### config.mk
export PLATFORM = sky130hd
export DESIGN_NAME = dnc_top
export DESIGN_NICKNAME = d
export VERILOG_FILES = /design/src/rtl/dnc_pkg.sv /design/src/rtl/dnc_seq_if.sv /design/src/rtl/dnc_reset_seq.sv /design/src/rtl/dnc_top.sv
export SDC_FILE = /design/constraint.sdc
export NUM_CORES = 1
export LEC_CHECK = 0
export BUFFER_PORTS_ARGS = -buffer_cell sky130_fd_sc_hd__buf_2
export CAP_MARGIN = 20
export CORE_MARGIN = 2
export CORE_UTILIZATION = 29
export CTS_CLUSTER_DIAMETER = 50
export CTS_CLUSTER_SIZE = 8
export DETAILED_ROUTE_END_ITERATION = 6
export GPL_ROUTABILITY_DRIVEN = 0
export GPL_TIMING_DRIVEN = 0
export RECOVER_POWER = 50
export SYNTH_ARGS = -nofsm -noshare
export SYNTH_HDL_FRONTEND = slang
export SYNTH_SLANG_ARGS = --single-unit
### constraint.sdc
create_clock -name core_clk_i -period 2.7 [get_ports core_clk_i]
set_input_delay 0 -clock core_clk_i [delete_from_list [all_inputs] [get_ports core_clk_i]]
set_output_delay 0 -clock core_clk_i [all_outputs]
set_load 0.005 [all_outputs]
### src/rtl/dnc_pkg.sv
package dnc_pkg;
  // register offsets on the configuration port
  localparam logic [7:0] ADDR_TUNE_LO = 8'h0d;
  localparam logic [7:0] ADDR_TUNE_HI = 8'h0e;
  localparam logic [7:0] ADDR_SEL_SRC = 8'h0f;
  localparam logic [7:0] ADDR_SEL_CODE = 8'h10;
  localparam logic [7:0] ADDR_RST_POL = 8'h11;
  localparam logic [7:0] ADDR_GAIN1 = 8'h14;
  localparam logic [7:0] ADDR_GAIN2 = 8'h16;
  localparam logic [7:0] ADDR_WBF_GAIN = 8'h1f;
  // widths and reset values
  localparam int REG_W = 8;
  localparam int FTW_W = 16;
  localparam int SAMP_W = 16;
  localparam int OSC_N = 3;
  localparam logic [7:0] REG_RST = 8'h00;
  localparam logic [1:0] CODE_RST = 2'h0;
  localparam logic [15:0] SAMP_ZERO = 16'h0000;
  localparam logic [7:0] RD_UNMAPPED = 8'h00;
  // oscillator choice codes
  localparam logic [1:0] SEL_FIRST = 2'h0;
  localparam logic [1:0] SEL_SECOND = 2'h1;
  localparam logic [1:0] SEL_THIRD = 2'h2;
  localparam logic [2:0] OSC_NONE = 3'h0;
  // frame reset policy field
  typedef enum logic [1:0] {
    POL_EVERY = 2'h0,
    POL_ONCE = 2'h1,
    POL_TWICE = 2'h2,
    POL_NONE = 2'h3
  } dnc_policy_t;
  // pending frame resets that will still reset the converters
  typedef enum logic [1:0] {
    ARM_IDLE = 2'h0,
    ARM_ONE = 2'h1,
    ARM_TWO = 2'h3
  } dnc_arm_t;
endpackage

### src/rtl/dnc_seq_if.sv
interface dnc_seq_if;
  dnc_pkg::dnc_policy_t policy;
  logic frame_reset;
  logic ddc_start;
  logic clk_resync;
  logic ddc_reset;
  modport ctl (output policy, output frame_reset, output ddc_start, output clk_resync,
    input ddc_reset);
  modport seq (input policy, input frame_reset, input ddc_start, input clk_resync,
    output ddc_reset);
endinterface

### src/rtl/dnc_reset_seq.sv
module dnc_reset_seq (
  input wire logic core_clk_i,
  input wire logic sys_rst_i,
  dnc_seq_if.seq bus_if
);
  dnc_pkg::dnc_arm_t arm_ff;
  dnc_pkg::dnc_arm_t nxt_arm;
  logic rst_ff;
  logic nxt_rst;
  logic quiet;

  // arming: a start or a resync in the same cycle as a frame reset wins
  always_comb
  begin
    nxt_arm = arm_ff;
    case (bus_if.policy)
      dnc_pkg::POL_ONCE, dnc_pkg::POL_TWICE:
      begin
        if (bus_if.frame_reset)
        begin
          case (arm_ff)
            dnc_pkg::ARM_TWO: nxt_arm = dnc_pkg::ARM_ONE; // [RQ7]
            dnc_pkg::ARM_ONE: nxt_arm = dnc_pkg::ARM_IDLE; // [RQ6]
            default: nxt_arm = dnc_pkg::ARM_IDLE;
          endcase
        end
        if (bus_if.ddc_start)
          nxt_arm = dnc_pkg::ARM_ONE; // [RQ6] [RQ7]
        if (bus_if.clk_resync)
          nxt_arm = (bus_if.policy == dnc_pkg::POL_TWICE) ? dnc_pkg::ARM_TWO
                                                          : dnc_pkg::ARM_ONE; // [RQ7]
      end
      default: nxt_arm = dnc_pkg::ARM_IDLE;
    endcase
  end

  // which event fires the converter reset under each policy
  always_comb
  begin
    case (bus_if.policy)
      dnc_pkg::POL_EVERY: nxt_rst = bus_if.frame_reset; // [RQ5]
      dnc_pkg::POL_NONE: nxt_rst = bus_if.ddc_start; // no latency guarantee here [RQ8] [RQ9]
      default: nxt_rst = bus_if.frame_reset && (arm_ff != dnc_pkg::ARM_IDLE); // [RQ6]
    endcase
  end

  always_ff @(posedge core_clk_i)
  begin
    if (sys_rst_i)
      arm_ff <= dnc_pkg::ARM_IDLE;
    else
      arm_ff <= nxt_arm;
  end

  always_ff @(posedge core_clk_i)
  begin
    if (sys_rst_i)
      rst_ff <= 1'b0;
    else
      rst_ff <= nxt_rst;
  end

  assign bus_if.ddc_reset = rst_ff;
  assign quiet = !bus_if.ddc_start && !bus_if.clk_resync;

  chk_every_frame: assert property (@(posedge core_clk_i) disable iff (sys_rst_i) // [RQ5]
    (bus_if.policy == dnc_pkg::POL_EVERY) && bus_if.frame_reset |=> bus_if.ddc_reset)
    else $error("frame reset did not reset converters");
  chk_ignore_frame: assert property (@(posedge core_clk_i) disable iff (sys_rst_i) // [RQ8]
    (bus_if.policy == dnc_pkg::POL_NONE) |=> (bus_if.ddc_reset == $past(bus_if.ddc_start)))
    else $error("reset did not follow start alone");
  chk_once_idle: assert property (@(posedge core_clk_i) disable iff (sys_rst_i) // [RQ6]
    (bus_if.policy == dnc_pkg::POL_ONCE) && bus_if.ddc_start ##1
    (bus_if.policy == dnc_pkg::POL_ONCE) && bus_if.frame_reset && quiet ##1
    (bus_if.policy == dnc_pkg::POL_ONCE) && bus_if.frame_reset && quiet
    |=> !bus_if.ddc_reset && $past(bus_if.ddc_reset))
    else $error("single-shot policy reset wrong number of times");
  chk_twice_resync: assert property (@(posedge core_clk_i) disable iff (sys_rst_i) // [RQ7]
    (bus_if.policy == dnc_pkg::POL_TWICE) && bus_if.clk_resync ##1
    (bus_if.policy == dnc_pkg::POL_TWICE) && bus_if.frame_reset && quiet ##1
    (bus_if.policy == dnc_pkg::POL_TWICE) && bus_if.frame_reset && quiet
    |=> bus_if.ddc_reset && $past(bus_if.ddc_reset))
    else $error("resync did not give two frame resets");
endmodule // dnc_reset_seq

### src/rtl/dnc_top.sv
// Behaviour
// RQ1 - upper byte of band-2 oscillator tuning word held in a read-write register
// RQ2 - band-2 tuning word and output only used when dual-band is on
// RQ3 - oscillator choice from register when source bit 0, from pins when 1
// RQ4 - register code 00, 01, 10 picks first, second, third oscillator
// RQ5 - policy 00 resets every converter on each frame reset
// RQ6 - policy 01 resets on first frame reset after start, then only after resync
// RQ7 - policy 10 like 01 but each resync uses two frame resets
// RQ8 - policy 11 ignores frame resets, resets only on converter start
// RQ9 - policy 11 gives no deterministic output latency
// RQ10 - first converter gain bit doubles its output, else passes unscaled
// RQ11 - per-converter doubling never applies to the high-bandwidth filter path
// RQ12 - second converter has its own doubling gain bit
// RQ13 - lower byte of band-2 tuning word held in a companion register
// RQ14 - separate doubling gain control for the wide-bandwidth filter output
// RQ15 - host writes zero to reserved write-only bits
// RQ16 - host avoids selection code 11
module dnc_top (
  input wire logic core_clk_i,
  input wire logic sys_rst_i,
  input wire logic reg_wr_i,
  input wire logic reg_rd_i,
  input wire logic [7:0] reg_addr_i,
  input wire logic [7:0] reg_wdata_i,
  output logic [7:0] reg_rdata_o,
  output logic reg_rvalid_o,
  input wire logic dual_band_i,
  input wire logic hbf_path_i,
  input wire logic [1:0] gpio_sel_i,
  input wire logic frame_reset_i,
  input wire logic ddc_start_i,
  input wire logic clk_resync_i,
  input wire logic [15:0] band1_data_i,
  input wire logic [15:0] band2_data_i,
  output logic [15:0] band1_data_o,
  output logic [15:0] band2_data_o,
  output logic [15:0] band2_ftw_o,
  output logic [2:0] osc_sel_o,
  output logic ddc_reset_o
);
  logic [7:0] tune_lo_ff;
  logic [7:0] tune_hi_ff;
  logic sel_src_ff;
  logic [1:0] sel_code_ff;
  dnc_pkg::dnc_policy_t policy_ff;
  logic gain1_ff;
  logic gain2_ff;
  logic wbf_gain_ff;
  logic [7:0] rdata_ff;
  logic rvalid_ff;
  logic [15:0] band1_ff;
  logic [15:0] band2_ff;
  logic [15:0] ftw_ff;
  logic [2:0] osc_sel_ff;
  logic [1:0] act_code;
  logic eff_gain1;
  logic eff_gain2;

  dnc_seq_if seq_bus ();

  // write strobe for one register offset
  function automatic logic wr_hit(input logic [7:0] addr);
    wr_hit = reg_wr_i && (reg_addr_i == addr);
  endfunction

  // doubling saturates instead of wrapping so a full-scale tone stays sane
  function automatic logic [15:0] dbl_sat(input logic [15:0] x, input logic en);
    if (!en)
      dbl_sat = x;
    else if (x[15] != x[14])
      dbl_sat = x[15] ? 16'h8000 : 16'h7fff;
    else
      dbl_sat = {x[14:0], 1'b0};
  endfunction

  // code 11 selects no oscillator at all
  function automatic logic [2:0] osc_onehot(input logic [1:0] code);
    case (code)
      dnc_pkg::SEL_FIRST: osc_onehot = 3'h1;
      dnc_pkg::SEL_SECOND: osc_onehot = 3'h2;
      dnc_pkg::SEL_THIRD: osc_onehot = 3'h4;
      default: osc_onehot = dnc_pkg::OSC_NONE;
    endcase
  endfunction

  // band-2 tuning word bytes
  always_ff @(posedge core_clk_i)
  begin
    if (sys_rst_i)
    begin
      tune_lo_ff <= dnc_pkg::REG_RST;
      tune_hi_ff <= dnc_pkg::REG_RST;
    end
    else
    begin
      if (wr_hit(dnc_pkg::ADDR_TUNE_LO))
        tune_lo_ff <= reg_wdata_i; // [RQ13]
      if (wr_hit(dnc_pkg::ADDR_TUNE_HI))
        tune_hi_ff <= reg_wdata_i; // [RQ1]
    end
  end

  // oscillator selection source and code; reserved bits are not stored
  always_ff @(posedge core_clk_i)
  begin
    if (sys_rst_i)
    begin
      sel_src_ff <= 1'b0;
      sel_code_ff <= dnc_pkg::CODE_RST;
    end
    else
    begin
      if (wr_hit(dnc_pkg::ADDR_SEL_SRC))
        sel_src_ff <= reg_wdata_i[0];
      if (wr_hit(dnc_pkg::ADDR_SEL_CODE))
        sel_code_ff <= reg_wdata_i[1:0];
    end
  end

  // frame reset policy
  always_ff @(posedge core_clk_i)
  begin
    if (sys_rst_i)
      policy_ff <= dnc_pkg::POL_EVERY;
    else if (wr_hit(dnc_pkg::ADDR_RST_POL))
      policy_ff <= dnc_pkg::dnc_policy_t'(reg_wdata_i[1:0]);
  end

  // doubling gain bits
  always_ff @(posedge core_clk_i)
  begin
    if (sys_rst_i)
    begin
      gain1_ff <= 1'b0;
      gain2_ff <= 1'b0;
      wbf_gain_ff <= 1'b0;
    end
    else
    begin
      if (wr_hit(dnc_pkg::ADDR_GAIN1))
        gain1_ff <= reg_wdata_i[0]; // [RQ10]
      if (wr_hit(dnc_pkg::ADDR_GAIN2))
        gain2_ff <= reg_wdata_i[0]; // [RQ12]
      if (wr_hit(dnc_pkg::ADDR_WBF_GAIN))
        wbf_gain_ff <= reg_wdata_i[0]; // [RQ14]
    end
  end

  // readback one cycle after the strobe; write-only bits read as zero
  always_ff @(posedge core_clk_i)
  begin
    if (sys_rst_i)
    begin
      rdata_ff <= dnc_pkg::RD_UNMAPPED;
      rvalid_ff <= 1'b0;
    end
    else
    begin
      rvalid_ff <= reg_rd_i;
      if (reg_rd_i)
      begin
        case (reg_addr_i)
          dnc_pkg::ADDR_TUNE_LO: rdata_ff <= tune_lo_ff;
          dnc_pkg::ADDR_TUNE_HI: rdata_ff <= tune_hi_ff; // [RQ1]
          dnc_pkg::ADDR_SEL_SRC: rdata_ff <= {7'h00, sel_src_ff};
          dnc_pkg::ADDR_SEL_CODE: rdata_ff <= {6'h00, sel_code_ff};
          dnc_pkg::ADDR_RST_POL: rdata_ff <= {6'h00, policy_ff};
          dnc_pkg::ADDR_GAIN1: rdata_ff <= {7'h00, gain1_ff};
          dnc_pkg::ADDR_GAIN2: rdata_ff <= {7'h00, gain2_ff};
          dnc_pkg::ADDR_WBF_GAIN: rdata_ff <= {7'h00, wbf_gain_ff};
          default: rdata_ff <= dnc_pkg::RD_UNMAPPED;
        endcase
      end
    end
  end

  // pin path is taken straight, so pins must be stable around the switch
  assign act_code = sel_src_ff ? gpio_sel_i : sel_code_ff; // [RQ3]

  always_ff @(posedge core_clk_i)
  begin
    if (sys_rst_i)
      osc_sel_ff <= dnc_pkg::OSC_NONE;
    else
      osc_sel_ff <= osc_onehot(act_code); // [RQ4]
  end

  // high-bandwidth path takes only the wide-filter gain
  assign eff_gain1 = hbf_path_i ? wbf_gain_ff : gain1_ff; // [RQ11] [RQ14]
  assign eff_gain2 = hbf_path_i ? wbf_gain_ff : gain2_ff; // [RQ11]

  // scaled outputs and band-2 tuning word
  always_ff @(posedge core_clk_i)
  begin
    if (sys_rst_i)
    begin
      band1_ff <= dnc_pkg::SAMP_ZERO;
      band2_ff <= dnc_pkg::SAMP_ZERO;
      ftw_ff <= dnc_pkg::SAMP_ZERO;
    end
    else
    begin
      band1_ff <= dbl_sat(band1_data_i, eff_gain1); // [RQ10]
      band2_ff <= dual_band_i ? dbl_sat(band2_data_i, eff_gain2) : dnc_pkg::SAMP_ZERO; // [RQ12]
      ftw_ff <= dual_band_i ? {tune_hi_ff, tune_lo_ff} : dnc_pkg::SAMP_ZERO; // [RQ2] [RQ13]
    end
  end

  assign seq_bus.policy = policy_ff;
  assign seq_bus.frame_reset = frame_reset_i;
  assign seq_bus.ddc_start = ddc_start_i;
  assign seq_bus.clk_resync = clk_resync_i;

  dnc_reset_seq u_seq (
    .core_clk_i(core_clk_i),
    .sys_rst_i(sys_rst_i),
    .bus_if(seq_bus.seq)
  );

  assign ddc_reset_o = seq_bus.ddc_reset;
  assign reg_rdata_o = rdata_ff;
  assign reg_rvalid_o = rvalid_ff;
  assign band1_data_o = band1_ff;
  assign band2_data_o = band2_ff;
  assign band2_ftw_o = ftw_ff;
  assign osc_sel_o = osc_sel_ff;

  chk_tune_word: assert property (@(posedge core_clk_i) disable iff (sys_rst_i) // [RQ1]
    reg_wr_i && (reg_addr_i == dnc_pkg::ADDR_TUNE_HI) ##1 dual_band_i && !reg_wr_i
    |=> band2_ftw_o[15:8] == $past(reg_wdata_i, 2))
    else $error("upper tuning byte not on band-2 word");
  chk_band2_off: assert property (@(posedge core_clk_i) disable iff (sys_rst_i) // [RQ2]
    !dual_band_i |=> (band2_ftw_o == 16'h0000) && (band2_data_o == 16'h0000))
    else $error("band-2 active while dual-band is off");
  chk_sel_pins: assert property (@(posedge core_clk_i) disable iff (sys_rst_i) // [RQ3]
    sel_src_ff && (gpio_sel_i == 2'h1) |=> osc_sel_o == 3'h2)
    else $error("pin selection not followed");
  chk_sel_reg: assert property (@(posedge core_clk_i) disable iff (sys_rst_i) // [RQ4]
    !sel_src_ff && (sel_code_ff == 2'h2) |=> osc_sel_o == 3'h4)
    else $error("register code 10 did not pick third oscillator");
  chk_gain_one: assert property (@(posedge core_clk_i) disable iff (sys_rst_i) // [RQ10]
    !hbf_path_i && gain1_ff && (band1_data_i[15:14] == 2'h0)
    |=> band1_data_o == {$past(band1_data_i[14:0]), 1'b0})
    else $error("first converter not doubled");
  chk_hbf_gain: assert property (@(posedge core_clk_i) disable iff (sys_rst_i) // [RQ11]
    hbf_path_i && !wbf_gain_ff |=> band1_data_o == $past(band1_data_i))
    else $error("per-converter gain leaked into wide path");
  chk_gain_two: assert property (@(posedge core_clk_i) disable iff (sys_rst_i) // [RQ12]
    dual_band_i && !hbf_path_i && gain2_ff && (band2_data_i == 16'h7000)
    |=> band2_data_o == 16'h7fff)
    else $error("second converter doubling wrong");
endmodule // dnc_top

==> results.json <==
{
  "antenna_cells": 0,
  "core_mm2": 0.01206,
  "critical_path_class": "in -> reg",
  "syn_area_per_cell_um2": 9.090,
  "drtIter0Drc": 131,
  "met2_length_mm": 4.804,
  "crit_path_start_kind": "primary input",
  "fmax_ghz": 0.4336,
  "p_clk_share_pct": 42.9,
  "dpl.hpwl_mm": 7.178,
  "start_util_pct": 29.84,
  "p_seq_share_pct": 46.7,
  "dieWidth_um": 115.4,
  "antenna_left": 0,
  "hold_depth": 3,
  "synth_top_cell_area_share_pct": 48.38,
  "ys_types": 40,
  "grt_usage_pct": 15.25,
  "crit_top_cell": "dlygate4sd3_1",
  "cts_buffer_depth": 2,
  "antenna_found_initial": 1,
  "slowest_delay_ps": 560,
  "finalWirelength_mm": 10.07,
  "rows": 40,
  "synth_area_mm2": 0.003600,
  "power_frac_comb_pct": 10.4,
  "rr_worst_depth": 6,
  "root_buffer": "clkbuf_16",
  "dieArea_mm2": 0.01332,
  "finalClockSkew_ps": 7.474,
  "maxUsedRoutingLayer": "met5",
  "drt-wirelength-per-cell_um": 13.59,
  "routed_via_density": 4.645,
  "wl_met1_mm": 4.502,
  "hold_end": "band2_data_o[5]$_SDFF_PP0_",
  "max-vdd-ir-drop_mv": 0.2451,
  "vias": 3442,
  "tightestPinTransition_ps": 854.9,
  "crit_family": "buffers and inverters",
  "end_kind": "flip-flop",
  "final_cell_mix": "buf_2 (89), dfxtp_1 (87), nor2_1 (67)",
  "grt_max_degree": 17,
  "synth.largest_area_cell": "dfxtp_1",
  "syn_inst": 396,
  "grt_pass1_vias": 3349,
  "ioPinCount": 120,
  "fillers": 1210,
  "setup_tns_ps": 0,
  "netlist_top_cells_area": "dfxtp_1 (48%), mux2i_1 (8.1%), nor2_1 (7.0%), a211oi_1 (6.3%), a21oi_1 (5.4%)",
  "power_density_mw_per_mm2": 553.2,
  "setup_viol": 0,
  "dr_wl_met3_um": 578,
  "p_total_w": 0.002816,
  "synth_ff_type": "dfxtp_1",
  "p_sw_share_pct": 25.18,
  "crit_arrival_ps": 2600,
  "reg2reg_to": "band2_data_o[10]$_SDFF_PP0_",
  "slew_headroom_pct": 42.58,
  "drc": 0,
  "drv_slew": 0,
  "htreeDepth": 3,
  "gr-total-overflow": 0,
  "cpMaxStageDelayCell": "dlygate4sd3_1",
  "die_h_um": 115.4,
  "drive_gt1_share_pct": 19.37,
  "crit_required_ps": 2990,
  "timing.rr.start": "gain2_ff$_SDFFE_PP0P_",
  "finalCriticalPeriod_ps": 2306,
  "grt_pass1_wl_mm": 15.75,
  "max-cap-violations": 0,
  "hold_path.class": "in -> reg",
  "drtPass1Iterations": 4,
  "min-delay-start": "band2_data_i[5]",
  "syn-num-nets": 464,
  "synthArstFlopShare_pct": 0,
  "cp_max_fo": 10,
  "placed_area_mm2": 0.004395,
  "cts_made_buffers": 9,
  "cp-startpoint": "band2_data_i[14]",
  "synth_edf_count": 0,
  "design_area_mm2": 0.005090,
  "yosysWarnings": 0,
  "cp_num_buf_inv": 5,
  "p_leak_nw": 2.042,
  "final_hold_viol_count": 0,
  "rsz0062_at_grt": "no",
  "cell_internal_pwr_w": 0.002107,
  "crit_chain": "dlygate4sd3_1, buf_2, inv_1, ha_1, nor2_1, clkbuf_1, a21oi_1, a211oi_1, dlygate4sd3_1",
  "layout.nets": 636,
  "final_common_cell": "buf_2",
  "cts_num_sinks": 87,
  "reg2reg_slack_ps": 660,
  "postCtsSetupRepairBufs": 0,
  "cts_tree": "yes",
  "ys_seq_elements": 87,
  "p_switching_w": 0.0007089,
  "port_buffers": 117,
  "clkLatencyLatePin_ps": 340,
  "status": "finished, final reports clean",
  "clkTransAtPathRegs_ps": 70,
  "synth-seq-area-share_pct": 48.38,
  "period_share_pct": 85.41,
  "area_growth_pct": 41.40
}
==> kinds of logic after synthesis <==
kind of cell             synth area share [%]
AO/OA/AOI/OAI                           16.06
multiplexers                            8.377
adder cells (fa/ha/maj)                 3.406
AND/OR/NAND/NOR                         19.15
buffers and inverters                   4.623
flip-flops                              48.38
==> worst max-delay path by stage <==
stage	depth (start not counted)	slack [ps]	endpoint
global route	9	300	band2_data_o[10]$_SDFF_PP0_
CTS	9	440	band2_data_o[10]$_SDFF_PP0_
global placement	6	880	tune_hi_ff[2]$_SDFFE_PP0P_
floorplan	5	1200	tune_hi_ff[0]$_SDFFE_PP0P_
detailed placement	6	820	tune_hi_ff[7]$_SDFFE_PP0P_
finish	9	390	band2_data_o[10]$_SDFF_PP0_
==> stage by stage <==
step / hold WS (ps) / util, % / setup slack (ps) / cells
after CTS: 13.00 / 42.50 / 443.2 / 741
after floorplan: 140.6 / - / 1202 / 396
after global routing: 30.31 / 42.20 / 303.5 / 741
after detailed placement: 264.6 / 36.44 / 824.3 / 681
after global placement: 255.4 / 36.44 / 880.0 / 681
final: 21.72 / 42.20 / 394.0 / 741
==> synth_stat cells (3+ instances only) <==
cell type and n:
nor4_1 4, a211oi_1 30, ha_1 9, dfxtp_1 87, mux2i_1 29, a22o_1 7, nand2b_1 12, nand3_1 8
inv_1 14, nor2_1 67, a21oi_1 39, nor2b_1 3, nand2_1 16, and2_1 16, clkbuf_1 23
==> worst min-delay path, stage by stage <==
cell      delay, ps
buf_2           110
nor2_1          130
a211oi_1         70
==> power groups by stage <==
stage	Clock [W]	Combinational (W)	Sequential [W]
floorplan	0	0.000125	0.00135
global placement	0	0.000244	0.00134
detailed placement	0	0.000248	0.00134
CTS	0.00124	0.000295	0.00131
global route	0.00130	0.000323	0.00132
finish	0.00121	0.000293	0.00131
==> state kept, by name (all words and copies together) (netlist names) <==
name and cells:
gain2_ff 1, sel_code_ff 2, wbf_gain_ff 1, band2_ftw_o 16, osc_sel_o 3, band1_data_o 16
reg_rdata_o 8, u_seq.arm_ff 2, policy_ff 2, tune_hi_ff 8, reg_rvalid_o 1, band2_data_o 16
tune_lo_ff 8, sel_src_ff 1, gain1_ff 1, u_seq.bus_if.ddc_reset 1
==> per-layer routing <==
layer	up-vias	track usage, %
li1	1717	-
met1	1599	18.33
met5	-	0
met2	108	25.89
met3	16	3.766
met4	2	6.667
==> cell type report <==
type	count	area, µm²	share of cell area (%)
flip-flops and latches	87	1742	34.22
plain buffers	27	110.1	2.163
clock inverters	6	51.30	1.008
repair buffers	161	989.7	19.44
multi-input cells	267	1692	33.23
inverters	15	56.30	1.106
clock buffers	10	239.0	4.695
well taps	168	210.2	4.130
==> repair_timing <==
item | CTS | global route
hold buffers | 44 | 0
gates resized for setup | 0 | 0
endpoints found under the setup margin | 0 | 0
endpoints found under the hold margin | 52 | 0
(Power assumes the default switching activity.)
